**config.mk**
```make
export PLATFORM = sky130hd
export DESIGN_NAME = async_strobe_seq
export DESIGN_NICKNAME = d
export VERILOG_FILES = /design/src/rtl/async_strobe_seq.v
export VERILOG_INCLUDE_DIRS = /design/src /design/src/common
export SDC_FILE = /design/constraint.sdc
export NUM_CORES = 1
export LEC_CHECK = 0
export ABC_AREA = 1
export BUFFER_PORTS_ARGS = -buffer_cell sky130_fd_sc_hd__buf_4
export CAP_MARGIN = 0
export CORE_MARGIN = 5
export CORE_UTILIZATION = 34
export DETAILED_ROUTE_END_ITERATION = 8
export MAX_ROUTING_LAYER = met4
export SLEW_MARGIN = 15
export SYNTH_ARGS = -nofsm -noshare
export SYNTH_HDL_FRONTEND = slang
export SYNTH_SLANG_ARGS = --single-unit
```
**constraint.sdc**
```tcl
create_clock -name sys_clk_i -period 4.9 [get_ports sys_clk_i]
set_input_delay 0.245 -clock sys_clk_i [delete_from_list [all_inputs] [get_ports sys_clk_i]]
set_output_delay 0.245 -clock sys_clk_i [all_outputs]
set_load 0.02 [all_outputs]
```
**src/common/async_strobe_defines.vh**
```
/*
  Constants for the asynchronous memory strobe sequencer: timing counts,
  idle levels and reset values.
  Assumes the includer runs on one system clock.
*/
// Operation
// read without extended wait lasts read setup plus strobe plus hold cycles
// read with extended wait adds sixteen cycles per external wait count
// output enable stays low exactly read strobe cycles without extended wait
// output enable low time gains sixteen cycles per wait count when extended
// select strobe mode makes chip select follow the strobe exactly
// otherwise chip select leads by setup cycles, trails by hold cycles
// read address and bank valid read setup cycles before output enable falls
// read address and bank held read hold cycles after output enable rises
// write without extended wait lasts write setup plus strobe plus hold cycles
// write with extended wait adds sixteen cycles per external wait count
// write address valid setup cycles before strobe, held hold cycles after
// write bank address valid setup cycles before, held hold cycles after
// output enable rises four cycles after wait input is released
// memory asserts wait at least four cycles before hold would start
// programmed turnaround idle cycles are inserted between accesses
// all phase counts and maximum wait come from configuration inputs
// write strobe low time is strobe count plus sixteen per wait count
// write strobe rises about four cycles after wait input is released
// wait count ranges 1 to 256, limited by programmed maximum wait count
// wait input is sampled only in strobe phase with extended wait enabled
`ifndef ASYNC_STROBE_DEFINES_VH
`define ASYNC_STROBE_DEFINES_VH

// ----------------------------------------------------------------------
// timing counts, in system clock cycles
// ----------------------------------------------------------------------
`define EXT_WAIT_UNIT_CYC   16
`define EXT_WAIT_UNIT_LAST  4'hf
`define WAIT_RELEASE_CYC    4
`define SYNC_STAGES         2

// ----------------------------------------------------------------------
// idle levels and reset values
// ----------------------------------------------------------------------
`define CS_IDLE_N           4'hf
`define STROBE_IDLE_N       1'b1
`define ADDR_RESET          21'h000000
`define BANK_RESET          2'h0
`define DATA_RESET          16'h0000

`endif

```
**src/rtl/async_strobe_seq.v**
```verilog
/*
  Asynchronous memory strobe sequencer: setup, strobe, hold and turnaround
  phases for reads and writes to SRAM or NOR flash, with extended wait.
  Assumes configuration inputs are stable while an access runs, and that the
  wait and data pins are asynchronous to the system clock.
*/
`timescale 1ns/100ps
`include "async_strobe_defines.vh"

module async_strobe_seq #(
  parameter CNT_W = 8
) (
  // clock and reset
  input  wire             sys_clk_i,
  input  wire             sys_rst_i,
  // access request
  input  wire             req_valid_i,
  input  wire             req_write_i,
  input  wire [1:0]       req_cs_i,
  input  wire [20:0]      req_addr_i,
  input  wire [1:0]       req_bank_i,
  input  wire [15:0]      req_wdata_i,
  output reg              req_ready_o,
  output reg              done_o,
  output reg              timeout_o,
  output reg  [15:0]      rdata_o,
  // configuration
  input  wire             extended_wait_enable_i,
  input  wire             select_strobe_i,
  input  wire [CNT_W-1:0] turnaround_cycles_i,
  input  wire [CNT_W-1:0] read_setup_cycles_i,
  input  wire [CNT_W-1:0] read_strobe_cycles_i,
  input  wire [CNT_W-1:0] read_hold_cycles_i,
  input  wire [CNT_W-1:0] write_setup_cycles_i,
  input  wire [CNT_W-1:0] write_strobe_cycles_i,
  input  wire [CNT_W-1:0] write_hold_cycles_i,
  input  wire [7:0]       max_wait_count_i,
  // memory pins
  output reg  [3:0]       async_chip_select_n_o,
  output reg              read_output_enable_n_o,
  output reg              write_strobe_n_o,
  output reg  [20:0]      word_address_out_o,
  output reg  [1:0]       bank_address_out_o,
  output reg  [15:0]      memory_data_bus_o,
  output reg              memory_data_bus_oe_o,
  input  wire [15:0]      memory_data_bus_i,
  input  wire             external_wait_in_i
);

  // ----------------------------------------------------------------------
  // states, one-hot
  // ----------------------------------------------------------------------
  localparam [6:0] S_IDLE    = 7'h01;
  localparam [6:0] S_SETUP   = 7'h02;
  localparam [6:0] S_STROBE  = 7'h04;
  localparam [6:0] S_EXTEND  = 7'h08;
  localparam [6:0] S_RELEASE = 7'h10;
  localparam [6:0] S_HOLD    = 7'h20;
  localparam [6:0] S_TURN    = 7'h40;

  localparam [3:0] UNIT_LAST = `EXT_WAIT_UNIT_LAST;

  // a count of zero still gives one cycle; only turnaround skips its phase at zero
  function [CNT_W-1:0] load_of;
    input [CNT_W-1:0] cycles;
    begin
      load_of = (cycles == {CNT_W{1'b0}}) ? {CNT_W{1'b0}} : cycles - 1'b1;
    end
  endfunction

  // chip select pattern for the latched select line
  function [3:0] cs_decode;
    input [1:0] sel;
    begin
      cs_decode = ~(4'h1 << sel);
    end
  endfunction

  reg  [6:0]       state;
  reg  [6:0]       next_state;
  reg  [CNT_W-1:0] cnt;
  reg  [CNT_W-1:0] next_cnt;
  reg  [3:0]       unit_cnt;
  reg  [8:0]       wait_count;
  reg              wait_seen;
  reg              is_write;
  reg  [1:0]       cs_sel;
  reg  [15:0]      wdata;
  reg              wait_ff1;
  reg              wait_s;
  reg  [15:0]      data_ff1;
  reg  [15:0]      data_s;
  reg              next_timeout;

  wire accept    = req_valid_i & req_ready_o;
  wire unit_end  = (unit_cnt == UNIT_LAST);
  wire wait_max  = (wait_count == ({1'b0, max_wait_count_i} + 9'h001));
  wire [CNT_W-1:0] strobe_cfg = is_write ? write_strobe_cycles_i : read_strobe_cycles_i;
  wire [CNT_W-1:0] hold_cfg   = is_write ? write_hold_cycles_i : read_hold_cycles_i;

  // ----------------------------------------------------------------------
  // pin synchronisers
  // ----------------------------------------------------------------------
  // two stages on wait and read data; first stage read by nothing else
  always @(posedge sys_clk_i or posedge sys_rst_i) begin
    if (sys_rst_i) begin
      wait_ff1 <= 1'b0;
      wait_s   <= 1'b0;
      data_ff1 <= `DATA_RESET;
      data_s   <= `DATA_RESET;
    end else begin
      wait_ff1 <= external_wait_in_i;
      wait_s   <= wait_ff1;
      data_ff1 <= memory_data_bus_i;
      data_s   <= data_ff1;
    end
  end

  // ----------------------------------------------------------------------
  // phase sequencing
  // ----------------------------------------------------------------------
  // next state and phase counter
  always @* begin
    next_state   = state;
    next_cnt     = cnt;
    next_timeout = 1'b0;
    case (state)
      S_IDLE: begin
        if (accept) begin
          // counts from configuration
          next_state = S_SETUP;
          next_cnt   = load_of(req_write_i ? write_setup_cycles_i : read_setup_cycles_i);
        end
      end
      S_SETUP: begin
        // address before strobe
        if (cnt == {CNT_W{1'b0}}) begin
          next_state = S_STROBE;
          next_cnt   = load_of(strobe_cfg);
        end else begin
          next_cnt = cnt - 1'b1;
        end
      end
      S_STROBE: begin
        // strobe length exact
        if (cnt == {CNT_W{1'b0}}) begin
          // wait must be seen before strobe end
          if (extended_wait_enable_i && (wait_seen || wait_s)) begin
            next_state = S_EXTEND;
          end else begin
            next_state = S_HOLD;
            next_cnt   = load_of(hold_cfg);
          end
        end else begin
          next_cnt = cnt - 1'b1;
        end
      end
      S_EXTEND: begin
        // timeout at programmed maximum
        if (!wait_s) begin
          next_state = S_RELEASE;
        end else if (unit_end && wait_max) begin
          next_state   = S_HOLD;
          next_cnt     = load_of(hold_cfg);
          next_timeout = 1'b1;
        end
      end
      S_RELEASE: begin
        // strobe rises four cycles after release
        next_state = S_HOLD;
        next_cnt   = load_of(hold_cfg);
      end
      S_HOLD: begin
        // address held through hold
        if (cnt == {CNT_W{1'b0}}) begin
          next_cnt = load_of(turnaround_cycles_i);
          if (turnaround_cycles_i == {CNT_W{1'b0}}) begin
            next_state = S_IDLE;
          end else begin
            next_state = S_TURN;
          end
        end else begin
          next_cnt = cnt - 1'b1;
        end
      end
      S_TURN: begin
        // idle gap between accesses
        if (cnt == {CNT_W{1'b0}}) begin
          next_state = S_IDLE;
        end else begin
          next_cnt = cnt - 1'b1;
        end
      end
      default: begin
        next_state = S_IDLE;
        next_cnt   = {CNT_W{1'b0}};
      end
    endcase
  end

  // state, counters and latched request
  always @(posedge sys_clk_i or posedge sys_rst_i) begin
    if (sys_rst_i) begin
      state      <= S_IDLE;
      cnt        <= {CNT_W{1'b0}};
      unit_cnt   <= 4'h0;
      wait_count <= 9'h000;
      wait_seen  <= 1'b0;
      is_write   <= 1'b0;
      cs_sel     <= 2'h0;
      wdata      <= `DATA_RESET;
    end else begin
      state <= next_state;
      cnt   <= next_cnt;
      if (accept) begin
        is_write <= req_write_i;
        cs_sel   <= req_cs_i;
        wdata    <= req_wdata_i;
      end
      // wait sampled only in strobe with extension on
      if (state == S_STROBE) begin
        wait_seen <= wait_seen | (extended_wait_enable_i & wait_s);
      end else if (state == S_IDLE) begin
        wait_seen <= 1'b0;
      end
      // sixteen-cycle wait units counted
      if (state == S_EXTEND) begin
        unit_cnt <= unit_cnt + 4'h1;
        if (unit_end) begin
          wait_count <= wait_count + 9'h001;
        end
      end else if (state == S_STROBE) begin
        unit_cnt   <= 4'h0;
        wait_count <= 9'h001;
      end
    end
  end

  // ----------------------------------------------------------------------
  // registered pin and status outputs
  // ----------------------------------------------------------------------
  // outputs decoded from next state so pins change on the phase edge
  always @(posedge sys_clk_i or posedge sys_rst_i) begin
    if (sys_rst_i) begin
      req_ready_o            <= 1'b0;
      done_o                 <= 1'b0;
      timeout_o              <= 1'b0;
      rdata_o                <= `DATA_RESET;
      async_chip_select_n_o  <= `CS_IDLE_N;
      read_output_enable_n_o <= `STROBE_IDLE_N;
      write_strobe_n_o       <= `STROBE_IDLE_N;
      word_address_out_o     <= `ADDR_RESET;
      bank_address_out_o     <= `BANK_RESET;
      memory_data_bus_o      <= `DATA_RESET;
      memory_data_bus_oe_o   <= 1'b0;
    end else begin
      req_ready_o <= (next_state == S_IDLE);
      done_o      <= (state == S_HOLD) && (next_state != S_HOLD);
      timeout_o   <= next_timeout;
      // address and bank latched for the whole access
      if (accept) begin
        word_address_out_o <= req_addr_i;
        bank_address_out_o <= req_bank_i;
      end
      // strobe low over strobe and extension
      if (next_state == S_STROBE || next_state == S_EXTEND || next_state == S_RELEASE) begin
        read_output_enable_n_o <= (accept ? req_write_i : is_write);
        write_strobe_n_o       <= ~(accept ? req_write_i : is_write);
      end else begin
        read_output_enable_n_o <= `STROBE_IDLE_N;
        write_strobe_n_o       <= `STROBE_IDLE_N;
      end
      // chip select with or without setup and hold
      if (next_state == S_STROBE || next_state == S_EXTEND || next_state == S_RELEASE ||
          (!select_strobe_i && (next_state == S_SETUP || next_state == S_HOLD))) begin
        async_chip_select_n_o <= cs_decode(accept ? req_cs_i : cs_sel);
      end else begin
        async_chip_select_n_o <= `CS_IDLE_N;
      end
      // write data driven setup through hold
      memory_data_bus_oe_o <= (accept ? req_write_i : is_write) &&
                              (next_state == S_SETUP || next_state == S_STROBE ||
                               next_state == S_EXTEND || next_state == S_RELEASE ||
                               next_state == S_HOLD);
      if (accept) begin
        memory_data_bus_o <= req_wdata_i;
      end
      // read data taken as the strobe phase closes
      if (!is_write && state != S_HOLD && next_state == S_HOLD) begin
        rdata_o <= data_s;
      end
    end
  end

endmodule // async_strobe_seq

```
# ---- Word-level counts from Yosys, hierarchy flattened
# Index checks and enable logic that the tools add are counted.
# W data, S select, Z words.
dict set report word_totals {
  in_bits 128
  ff_bits 131
}
dict set report op_classes {
  n_eq_ne 23
  n_bitwise 5
  addsub 8
  n_mux 41
  n_shift 1
  reduce_logical 27
}
# operator count
set op_table {}
lappend op_table {{$mux W8} 15}
lappend op_table {{$mux W7} 8}
lappend op_table {{$pmux W8 S7} 1}
lappend op_table {{$pmux W7 S7} 1}
lappend op_table {{$logic_not A8 Y1} 5}
lappend op_table {{$sub A8 B1 Y8 const B} 5}
lappend op_table {{$mux W9} 3}
lappend op_table {{$eq A7 B1 Y1 const B} 2}
lappend op_table {{$eq A7 B2 Y1 const B} 2}
lappend op_table {{$eq A7 B3 Y1 const B} 2}
lappend op_table {{$eq A7 B4 Y1 const B} 2}
lappend op_table {{$eq A7 B5 Y1 const B} 2}
lappend op_table {{$eq A7 B6 Y1 const B} 2}
lappend op_table {{$ne A7 B6 Y1 const B} 2}
lappend op_table {{$mux W4} 3}
lappend op_table {{$ne A2 B2 Y1 const B} 5}
lappend op_table {{$add A8 B1 Y9 const B} 1}
lappend op_table {{$add A9 B1 Y9 const B} 1}
lappend op_table {{$eq A9 B9 Y1} 1}
lappend op_table {{$logic_or A1 B1 Y1} 9}
lappend op_table {{$mux W1} 8}
lappend op_table {{$eq A7 B7 Y1 const B} 1}
lappend op_table {{$logic_and A1 B1 Y1} 7}
lappend op_table {{$mux W6} 1}
lappend op_table {{13 further kinds} 16}

# ---- Longest topological paths before layout
# Gate-level depths: netlist (run 1).
dict set report depth {
  ltp_word 12
  mapped_depth 20
}

# ---- Worst setup path before layout (run 1)
# Ideal clock, no wire load.
dict set report synth_timing {
  path_kind {flip-flop to flip-flop}
  startpoint {register is_write}
  endpoint {register cnt[5]}
  path_slack_ns 2.933
  path_stages_with_launch 21
  path_buffers 2
  t_arrival_ns 1.902
  path_cell_list {dfrtp_1 buf_2 inv_2 buf_4 nand2_1 nand2_1 inv_1 ha_1 inv_1 nor2_1 nand2_1 nor2_1 nor2_1 nand3_1 nand2_1 nand2_1 nand2_1 nand2_1 nand2_1 nand2_1 nand2_1}
}
dict set report synth_via {
  elab_chain_cells 6
  word_cells_on_any_way 14
  cone_classes {2 x add/sub; 10 x mux; 2 x reduce/logical}
}
# item line_no
set synth_rtl {}
lappend synth_rtl {{start: declaration} async_strobe_seq.v:86} ;# reg is_write;
lappend synth_rtl {{start signal: assignment} async_strobe_seq.v:216} ;# is_write <= req_write_i;
lappend synth_rtl {{$mux W8} async_strobe_seq.v:99} ;# wire [CNT_W-1:0] hold_cfg = is_write ? write_hold_cycles_i : read_hold_cycles_i;
lappend synth_rtl {{$sub A8 B1 Y8 or $logic_not A8 Y1 (tied branches)} async_strobe_seq.v:67} ;# load_of = (cycles == {CNT_W{1'b0}}) ? {CNT_W{1'b0}} : cycles - 1'b1;
lappend synth_rtl {{$mux W8} async_strobe_seq.v:67}
lappend synth_rtl {{$mux W8 (on tied branches)} {async_strobe_seq.v:162, async_strobe_seq.v:148}}
lappend synth_rtl {{$mux W8 (on tied branches)} {async_strobe_seq.v:160, async_strobe_seq.v:146}}
lappend synth_rtl {{$pmux W8 S7 *} async_strobe_seq.v:127} ;# case (state)
lappend synth_rtl {{end signal: assignment} async_strobe_seq.v:205} ;# cnt <= {CNT_W{1'b0}};
lappend synth_rtl {{end signal: assignment} async_strobe_seq.v:214} ;# cnt <= next_cnt;
lappend synth_rtl {{end: declaration} async_strobe_seq.v:81} ;# reg [CNT_W-1:0] cnt;
# Every way passes the cells marked *; elsewhere a longest branch is shown, timed or not. The select of a mux whose other input is x is not followed.
# A chain may end at the register's enable or synchronous reset.

# ---- Worst setup path after layout (run 1)
dict set report layout_timing {
  startpoint {register is_write}
  endpoint {register cnt[4]}
}
# Same word-level chain as after synthesis.

==> flow_summary.toml, run 1 <==
[grt]
antenna_found_initial = 0
grt_remaining_overflow = 0
grt_pass1_wl_um = 31800
grt_pass1_vias = 6584
gr-usage-all-layers = 0.167
grt_start_max_net_pins = 90

[setup_path]
critPathKind = "reg -> reg"
endpoint_kind = "flop"
cp-start-kind = "flop"
arrival_ns = 3.14
cp.required_ns = 5.20
path_max_fanout = 25

[clock_network]
clk_latency_ns = 0.41
cts_setup_buffers = 0
cts_resized = 0
clock-sinks = 131
postCtsHoldBufs = 17
cts_tree = "built"
path_clk_slew_ns = 0.06
clock-root-buffer = "clkbuf_16"
cts_buffer_depth = 2
cts-htree-levels = 4
cts_buffers = 17

[synth]
syn_nets = 1104
seq_area_frac_synth = 0.467
synth_edf_count = 0
ys_types = 40
ys_ff_latch = 131
synth_flop_cell = "dfrtp_1"
syn_area_mm2 = 0.00704
yosysWarnings = 0
synth_area_leaders = "dfrtp_1, nand2_1, inv_1"
syn_inst = 964
async_reset_ff_frac = 1.00
yosys.area.top_type = "dfrtp_1"
synth_top_area_frac = 0.441
syn_area_per_cell_um2 = 7.30

[layout]
final_common_cell = "nand2_1"
seq_area_mm2 = 0.00329
final_cell_mix = "nand2_1, buf_4, dfrtp_1"
nets = 1316
layout-drive-gt1-share = 0.236
nFillCells = 2077
utilization = 0.469
synthToLayoutAreaGrowth_pct = 35.4
stdcell_count = 1459
diodes = 0
multi_input_area_mm2 = 0.00322
stdcell_area_mm2 = 0.00953

[power]
p_leak_uw = 0.00528
combPwrFrac = 0.394
p_int_uw = 2760
max-vdd-ir-drop_mv = 0.283
p_seq_frac = 0.325
p_switching_uw = 1880
powerDensity_mw_per_mm2 = 487
p_clk_frac = 0.281
p_sw_frac = 0.405

[floorplan]
die_h_um = 154
core_area_mm2 = 0.0203
num_io_pins = 193
die-area_mm2 = 0.0237
dieWidth_um = 154
start_util = 0.347
rows = 52

[sta]
fmax_ghz = 0.352
worst_slew_pin_slew_ns = 0.879
setup_viol = 0
tns_ns = 0
drv_slew = 0
fin_worst_skew_ns = 0.00966
hold_slack_ns = -0.0167
period_needed_ns = 2.84
hold_viol = 25
period_share = 0.580
rsz0062_at_grt = "no"
relSlewSlack = 0.414

[routing]
first_iter_violations = 326
wl_per_cell_um = 13.3
ant_nets = 0
vias = 6635
drc = 0
vias_per_cell = 4.55
drt-total-wl_um = 19300
dr.pass1.iters = 6

[placed_design]
dp.cells = 1410
portBuffers = 192
dp_hpwl_um = 14700
gp_congestion = 0.919
placed_area_mm2 = 0.00875

[outcome]
violations = "negative hold slack"
status = "finished, violations left"

[min_path]
hp-class = "in -> async"

[job]
max-cap-violations = 0
## final cells by class
type	instances	area share
Clock buffer	17	0.0446
Clock inverter	15	0.0193
Inverter	117	0.0466
Multi-Input combinational cell	697	0.337
Sequential cell	131	0.345
Tap cell	270	0.0355
Timing Repair Buffer	212	0.172
## registers in the layout, indices dropped and copies added (netlist names)
register / count
write_strobe_n_o: 1
memory_data_bus_oe_o: 1
unit_cnt: 4
cnt: 8
state: 7
wait_s: 1
timeout_o: 1
rdata_o: 16
data_s: 16
read_output_enable_n_o: 1
async_chip_select_n_o: 4
word_address_out_o: 21
req_ready_o: 1
done_o: 1
wait_seen: 1
bank_address_out_o: 2
memory_data_bus_o: 16
data_ff1: 16
is_write: 1
wait_count: 9
wait_ff1: 1
cs_sel: 2
## power by group through the flow
| stage | Combinational (µW) | Clock [µW] | Sequential [µW] |
|---|---|---|---|
| final | 1830 | 1300 | 1510 |
| after global routing | 2050 | 1390 | 1540 |
| after CTS | 1840 | 1340 | 1510 |
| after detailed placement | 1830 | 0 | 1510 |
| after global placement | 1820 | 0 | 1510 |
| after floorplan | 984 | 0 | 1690 |
## Yosys cell counts (8+ instances only)
library cell  number
dfrtp_1          124
a21oi_1           14
inv_2             15
inv_1            102
ha_1              12
o21ai_0           25
nor3_1             9
nand4_1           17
nor2_1            72
nand2_1          411
clkbuf_1           8
nand3_1           71
xor2_1            15
## worst max-delay path, stage by stage (launching register included)
cell and delay (ns):
dfrtp_1 0.91, inv_2 0.33, nand2_1 0.13, nand2_1 0.08, inv_1 0.15, ha_1 0.16, inv_1 0.03, nor2_1 0.10
nand2_1 0.08, o21bai_1 0.26, o22ai_1 0.17, nand2_1 0.09, nand4_1 0.08, nand2_1 0.08, nand2_1 0.06
## metal layers
metal  GRT usage  part of all wire
met2       0.260              0.46
met1       0.215              0.46
met4      0.0425             0.016
met5           -                 0
met3      0.0483             0.061
## cell families after synthesis
logic type,Yosys count,share of synthesized area
fa+ha+maj,12,0.0213
compound gates,56,0.0437
simple gates,611,0.369
buf+inv,136,0.0761
xor+xnor,18,0.0224
flops,131,0.467
## path summary, 6_finish.rpt
check / slack, ns / cells after the start / from / to
worst max-delay path: 2.06 / 14 / is_write / cnt[4]
worst min-delay path: -0.02 / 2 / sys_rst_i / memory_data_bus_o[11]
worst max register to register: 2.06 / 14 / is_write / cnt[4]
worst min register to register: 0.35 / 0 / data_ff1[15] / data_s[15]
max in group asynchronous: 3.86 / 3 / sys_rst_i / write_strobe_n_o
min in group sys_clk_i: 0.02 / 3 / req_addr_i[8] / word_address_out_o[8]
## stage by stage
step           setup WS (ns)  power (µW)
2_1_floorplan           1.17        2670
3_3_place_gp            2.12        3330
3_5_place_dp            2.07        3340
4_1_cts                 2.05        4680
5_1_grt                 1.69        4980
6_report                2.06        4640
(Power assumes the default switching activity.)
==> run 2: changes to the inputs <==
==> constraint.sdc (replaced) <==
create_clock -name sys_clk_i -period 2.6 [get_ports sys_clk_i]
set_input_delay 0.13 -clock sys_clk_i [delete_from_list [all_inputs] [get_ports sys_clk_i]]
set_output_delay 0.13 -clock sys_clk_i [all_outputs]
set_load 0.02 [all_outputs]
==> run 2 against run 1 <==
  * The flow now finishes without violations
  * Sequential power rose by 85%
  * Design area rose by 4.3%
  * Critical path depth fell by 1
  * Global-route usage rose by 1.2 points
  * Non-clock buffer count rose by 45
  * Critical endpoint is now rdata_o[9]
  * Largest cell class unchanged
==> flow_summary.toml, run 2 (synthesized netlist as in run 1, its figures left out) <==
[min_path]
hp-class = "in -> reg"
min_from = "extended_wait_enable_i"
holdPathEnd = "wait_seen"
hold_depth = 3

[outcome]
status = "completed"

[clock_network]
postCtsHoldBufs = 57
clock-sinks = 131
cts_buffer_depth = 2
path_clk_slew_ns = 0.06
cts_resized = 0
cts_buffers = 17
cts_setup_buffers = 0
cts-htree-levels = 4
clk_latency_ns = 0.42
cts_tree = "built"
clock-root-buffer = "clkbuf_16"

[floorplan]
dieWidth_um = 154
core_area_mm2 = 0.0203
num_io_pins = 193
start_util = 0.347
rows = 52
die-area_mm2 = 0.0237
die_h_um = 154

[routing]
drt-total-wl_um = 20300
vias_per_cell = 4.53
first_iter_violations = 307
ant_nets = 0
wl_per_cell_um = 13.5
dr.pass1.iters = 5
vias = 6811
drc = 0

[sta]
hold_viol = 0
worst_slew_pin_slew_ns = 0.691
worst_slack_ns = 0.249
drv_slew = 0
fmax_ghz = 0.425
tns_ns = 0
rsz0062_at_grt = "no"
fin_worst_skew_ns = 0.00714
relSlewSlack = 0.539
setup_viol = 0
period_share = 0.904
period_needed_ns = 2.35

[power]
max-vdd-ir-drop_mv = 0.488
powerDensity_mw_per_mm2 = 879
p_total_uw = 8730
p_leak_uw = 0.00544

[layout]
regMostFlops = "word_address_out_o"
largest_reg_flops = 21
layout-drive-gt1-share = 0.231
final_common_cell = "nand2_1"
diodes = 0
final_cell_mix = "nand2_1, buf_4, dfrtp_1"
nets = 1361
synthToLayoutAreaGrowth_pct = 41.2
stdcell_count = 1504

[placed_design]
gp_congestion = 0.908
dp_hpwl_um = 14900
pre_cts_slack_ns = 0.285
portBuffers = 192
dp.cells = 1415

[setup_path]
critPathKind = "reg -> reg"
slowest_delay_ns = 0.39
endpoint_kind = "flop"
crit_slowest_cell = "dfrtp_1"
critPathBufInv = 3
path_cells = "inv_1 > ha_1 > inv_1 > nor2_2 > nand3_2 > inv_2 > nand2_1 > o21ai_1 > nor2_1 > nand2_4 > nand2_4 > nand2_1 > nand2_1"
r2r_cells = 13
reg2reg_to = "rdata_o[9]"
path_max_fanout = 19
cp-start-kind = "flop"
cp.required_ns = 2.91
arrival_ns = 2.66
crit_family = "simple AND/OR/NAND/NOR gates"
r2r_start = "cnt[0]"
ff2ff_setup_slack_ns = 0.25
cpMostUsedCell = "nand2_1"

[grt]
grt_remaining_overflow = 0
grt_pass1_wl_um = 33600
grt_pass1_vias = 6769
gr-usage-all-layers = 0.179
grt_start_max_net_pins = 132
antenna_found_initial = 0

[job]
max-cap-violations = 0
## run 2: cell type report
type	count	area (µm²)
Timing Repair Buffer	257	2080
Fill cell	2018	10400
Tap cell	270	338
Sequential cell	131	3290
Inverter	117	443
Clock inverter	14	144
Multi-Input combinational cell	697	3220
Clock buffer	18	429
## run 2: how the worst max path moves through the flow
stage,depth (start not counted),from,slack [ns],endpoint
floorplan,20,is_write,0.63,cnt[5]
global placement,13,cnt[0],0.38,rdata_o[1]
detailed placement,13,cnt[0],0.28,rdata_o[10]
CTS,13,cnt[0],0.28,rdata_o[9]
global route,13,cnt[0],0.009,rdata_o[3]
finish,13,cnt[0],0.25,rdata_o[9]
## run 2: metal layers
| metal | track usage | vias up | routed length (µm) |
|---|---|---|---|
| met3 | 0.0520 | 27 | 1390 |
| li1 | - | 3506 | - |
| met1 | 0.224 | 3080 | 8960 |
| met4 | 0.0509 | 0 | 369 |
| met5 | - | - | 0 |
| met2 | 0.284 | 198 | 9600 |
## run 2: power by group
group          total (µW)  switching, µW  leakage, µW  internal, µW
Clock                2320            978     0.000274          1350
Sequential           2800            292      0.00164          2510
Combinational        3610           2290      0.00353          1320
Total                8730           3560      0.00544          5180
## run 2: per-stage QoR
step,util,area (µm²),hold slack [ns]
2_1_floorplan,-,7040,0.161
3_3_place_gp,0.433,8800,0.240
3_5_place_dp,0.433,8800,0.241
4_1_cts,0.490,9940,0.000369
5_1_grt,0.490,9940,0.0249
6_report,0.490,9940,0.0213
## run 2: worst min-delay path: stages
cell     delay [ns]
buf_4          0.10
a21oi_1        0.06
a21oi_1        0.11
==> run 3: changes to the inputs <==
--- a/config.mk
+++ b/config.mk
@@ -6,7 +6,6 @@
 export SDC_FILE = /design/constraint.sdc
 export NUM_CORES = 1
 export LEC_CHECK = 0
-export ABC_AREA = 1
 export BUFFER_PORTS_ARGS = -buffer_cell sky130_fd_sc_hd__buf_4
 export CAP_MARGIN = 0
 export CORE_MARGIN = 5
==> constraint.sdc (replaced) <==
create_clock -name sys_clk_i -period 2 [get_ports sys_clk_i]
set_input_delay 0.1 -clock sys_clk_i [delete_from_list [all_inputs] [get_ports sys_clk_i]]
set_output_delay 0.1 -clock sys_clk_i [all_outputs]
set_load 0.02 [all_outputs]
==> run 3 against run 2 <==
  * The run now ends with negative setup slack left
  * Register-to-register slack worse by 0.63 ns
  * Via count shrank 3.7%
  * Routed wire length grew 8.7%
  * Count of clock-buffer cells in the layout unchanged
  * Combinational power grew 71%
  * Critical path type unchanged
  * Largest cell class is now multi-input gates
==> flow_summary.toml, run 3 <==
[sta]
setup_viol = 43
fmax_ghz = 0.419
drv_slew = 0
worst_slack_ns = -0.386
worst_slew_pin_slew_ns = 0.876
relSlewSlack = 0.414
fin_worst_skew_ns = 0.0104
hold_viol = 0
period_needed_ns = 2.39
period_share = 1.19
tns_ns = -11.81
rsz0062_at_grt = "yes"

[setup_path]
path_max_fanout = 4
cp.required_ns = 2.30
cp-start-kind = "flop"
endpoint_kind = "flop"
cp-startpoint = "wait_count[6]"
critPathKind = "reg -> reg"
arrival_ns = 2.68
r2r_start = "wait_count[6]"
r2r_cells = 8

[floorplan]
dieWidth_um = 151
rows = 51
num_io_pins = 193
start_util = 0.347
die-area_mm2 = 0.0229
die_h_um = 151
core_area_mm2 = 0.0196

[grt]
gr-usage-all-layers = 0.196
grt_pass1_wl_um = 34400
grt_pass1_vias = 6710
grt_start_max_net_pins = 66
antenna_found_initial = 0
grt_remaining_overflow = 0

[synth]
synth_area_leaders = "dfrtp_1, mux2_2, mux2i_1"
synthTopCellsByCount = "dfrtp_1, mux2_2, nor2_1, nand2_1, nor3_1"
synth_edf_count = 0
yosysWarnings = 0
ys_ff_latch = 131
synth_top_area_frac = 0.456
seq_area_frac_synth = 0.483
ys_types = 79
syn_inst = 615
synth_flop_cell = "dfrtp_1"
yosys.area.top_type = "dfrtp_1"
syn_area_mm2 = 0.00681
yosysMostFrequentCell = "dfrtp_1"
syn_nets = 755
async_reset_ff_frac = 1.00
syn_area_per_cell_um2 = 11.1

[power]
combPwrFrac = 0.482
p_int_uw = 8100
powerDensity_mw_per_mm2 = 1090
p_seq_frac = 0.280
p_switching_uw = 4670
p_clk_frac = 0.238
p_leak_uw = 0.00539
max-vdd-ir-drop_mv = 0.725
p_sw_frac = 0.365

[clock_network]
clk_latency_ns = 0.41
cts_buffer_depth = 2
cts_buffers = 17
clock-sinks = 131
cts_tree = "built"
cts-htree-levels = 4
clock-root-buffer = "clkbuf_16"
path_clk_slew_ns = 0.06

[layout]
layout-drive-gt1-share = 0.548
synthToLayoutAreaGrowth_pct = 72.1
final_common_cell = "buf_4"
regMostFlops = "word_address_out_o"
stdcell_count = 1314
diodes = 0
largest_reg_flops = 21
nets = 1176
final_cell_mix = "buf_4, dfrtp_1, dlygate4sd3_1"

[routing]
drc = 0
drt-total-wl_um = 22100
wl_per_cell_um = 16.8
ant_nets = 0
vias = 6562
dr.pass1.iters = 5
first_iter_violations = 341
vias_per_cell = 4.99

[min_path]
min_from = "turnaround_cycles_i[0]"
hp-class = "in -> reg"
hold_depth = 4

[outcome]
violations = "negative setup slack"
status = "finished, violations left"

[placed_design]
gp_congestion = 0.895
portBuffers = 192
dp_hpwl_um = 15500
pre_cts_slack_ns = -0.454
dp.cells = 1195

[job]
max-cap-violations = 0
==> run 3: cell count changes after synthesis, moves of 10 or more <==
cell,previous run,this run
nor2_1,72,44
mux2_2,0,48
nor3b_1,1,11
nand2_1,411,33
mux2_4,0,10
xnor2_1,3,18
inv_1,102,15
o22ai_1,3,13
nor3_1,9,33
inv_2,15,0
nand4_1,17,5
nand3_1,71,11
mux2i_1,0,22
or3_1,0,12
==> run 3: stage by stage <==
stage	total power [µW]	hold WS (ns)	util	area, µm²
detailed placement	8540	0.0781	0.493	9660
finish	12800	0.0532	0.598	11700
global placement	8500	0.0780	0.493	9660
floorplan	6300	0.131	-	6900
global route	13400	0.0721	0.598	11700
CTS	12200	0.0326	0.573	11200
==> run 3: kinds of logic (layout without fill, tap and decap cells) <==
group / after synthesis / after routing / share of synthesized area
adder cells (fa/ha/maj): 12 / 12 / 0.0221
buffers and inverters: 36 / 469 / 0.0246
multiplexers: 80 / 80 / 0.134
XOR/XNOR: 38 / 38 / 0.0489
flip-flops: 131 / 131 / 0.483
AND/OR/NAND/NOR: 198 / 199 / 0.164
AO/OA/AOI/OAI: 120 / 120 / 0.123
==> run 3: layout make-up <==
class                           instances  area [µm²]
Clock buffer                           18         429
Multi-Input combinational cell        449        4010
Timing Repair Buffer                  422        3460
Clock inverter                         14         143
Tap cell                              265         332
Fill cell                            1607        7870
Sequential cell                       131        3290
Inverter                               15        60.1
==> run 3: repair_timing <==
action | 4_1_cts | 5_1_grt
setup buffers | 11 | 18
hold buffers | 61 | 0
gates resized for setup | 53 | 90
setup endpoints to repair | 44 | 49
hold endpoints to repair | 170 | 0
cloned | 1 | 0
pin swaps | 15 | 34
==> run 3: worst max-delay path, cell delays in order (launching register included) <==
cell      delay (ns)
dfrtp_1         0.38
or4b_1          0.50
a211o_1         0.28
nand2_2         0.10
o221ai_4        0.15
buf_4           0.17
o21ai_1         0.24
a22oi_2         0.15
o31a_1          0.29
==> run 3: per-layer routing <==
layer	track usage	routed length, µm	vias up
li1	-	-	3125
met1	0.251	9360	3189
met2	0.320	11200	218
met3	0.0393	1160	30
met4	0.0499	392	0
met5	-	0	-
==> run 3: worst paths after layout <==
| path | to | slack (ns) |
|---|---|---|
| hold reg to reg | wait_s | 0.35 |
| max in group asynchronous | async_chip_select_n_o[0] | 1.16 |
| setup / recovery | memory_data_bus_oe_o | -0.39 |
| setup reg to reg | memory_data_bus_oe_o | -0.39 |
| hold / removal | cnt[0] | 0.05 |
| min in group asynchronous | memory_data_bus_o[12] | 0.21 |
==> run 3: power groups by stage <==
stage / Sequential, µW / Combinational, µW / Clock (µW)
finish: 3580 / 6160 / 3040
global route: 3640 / 6560 / 3250
CTS: 3560 / 5520 / 3100
detailed placement: 3590 / 4940 / 0
global placement: 3580 / 4920 / 0
floorplan: 4070 / 2230 / 0
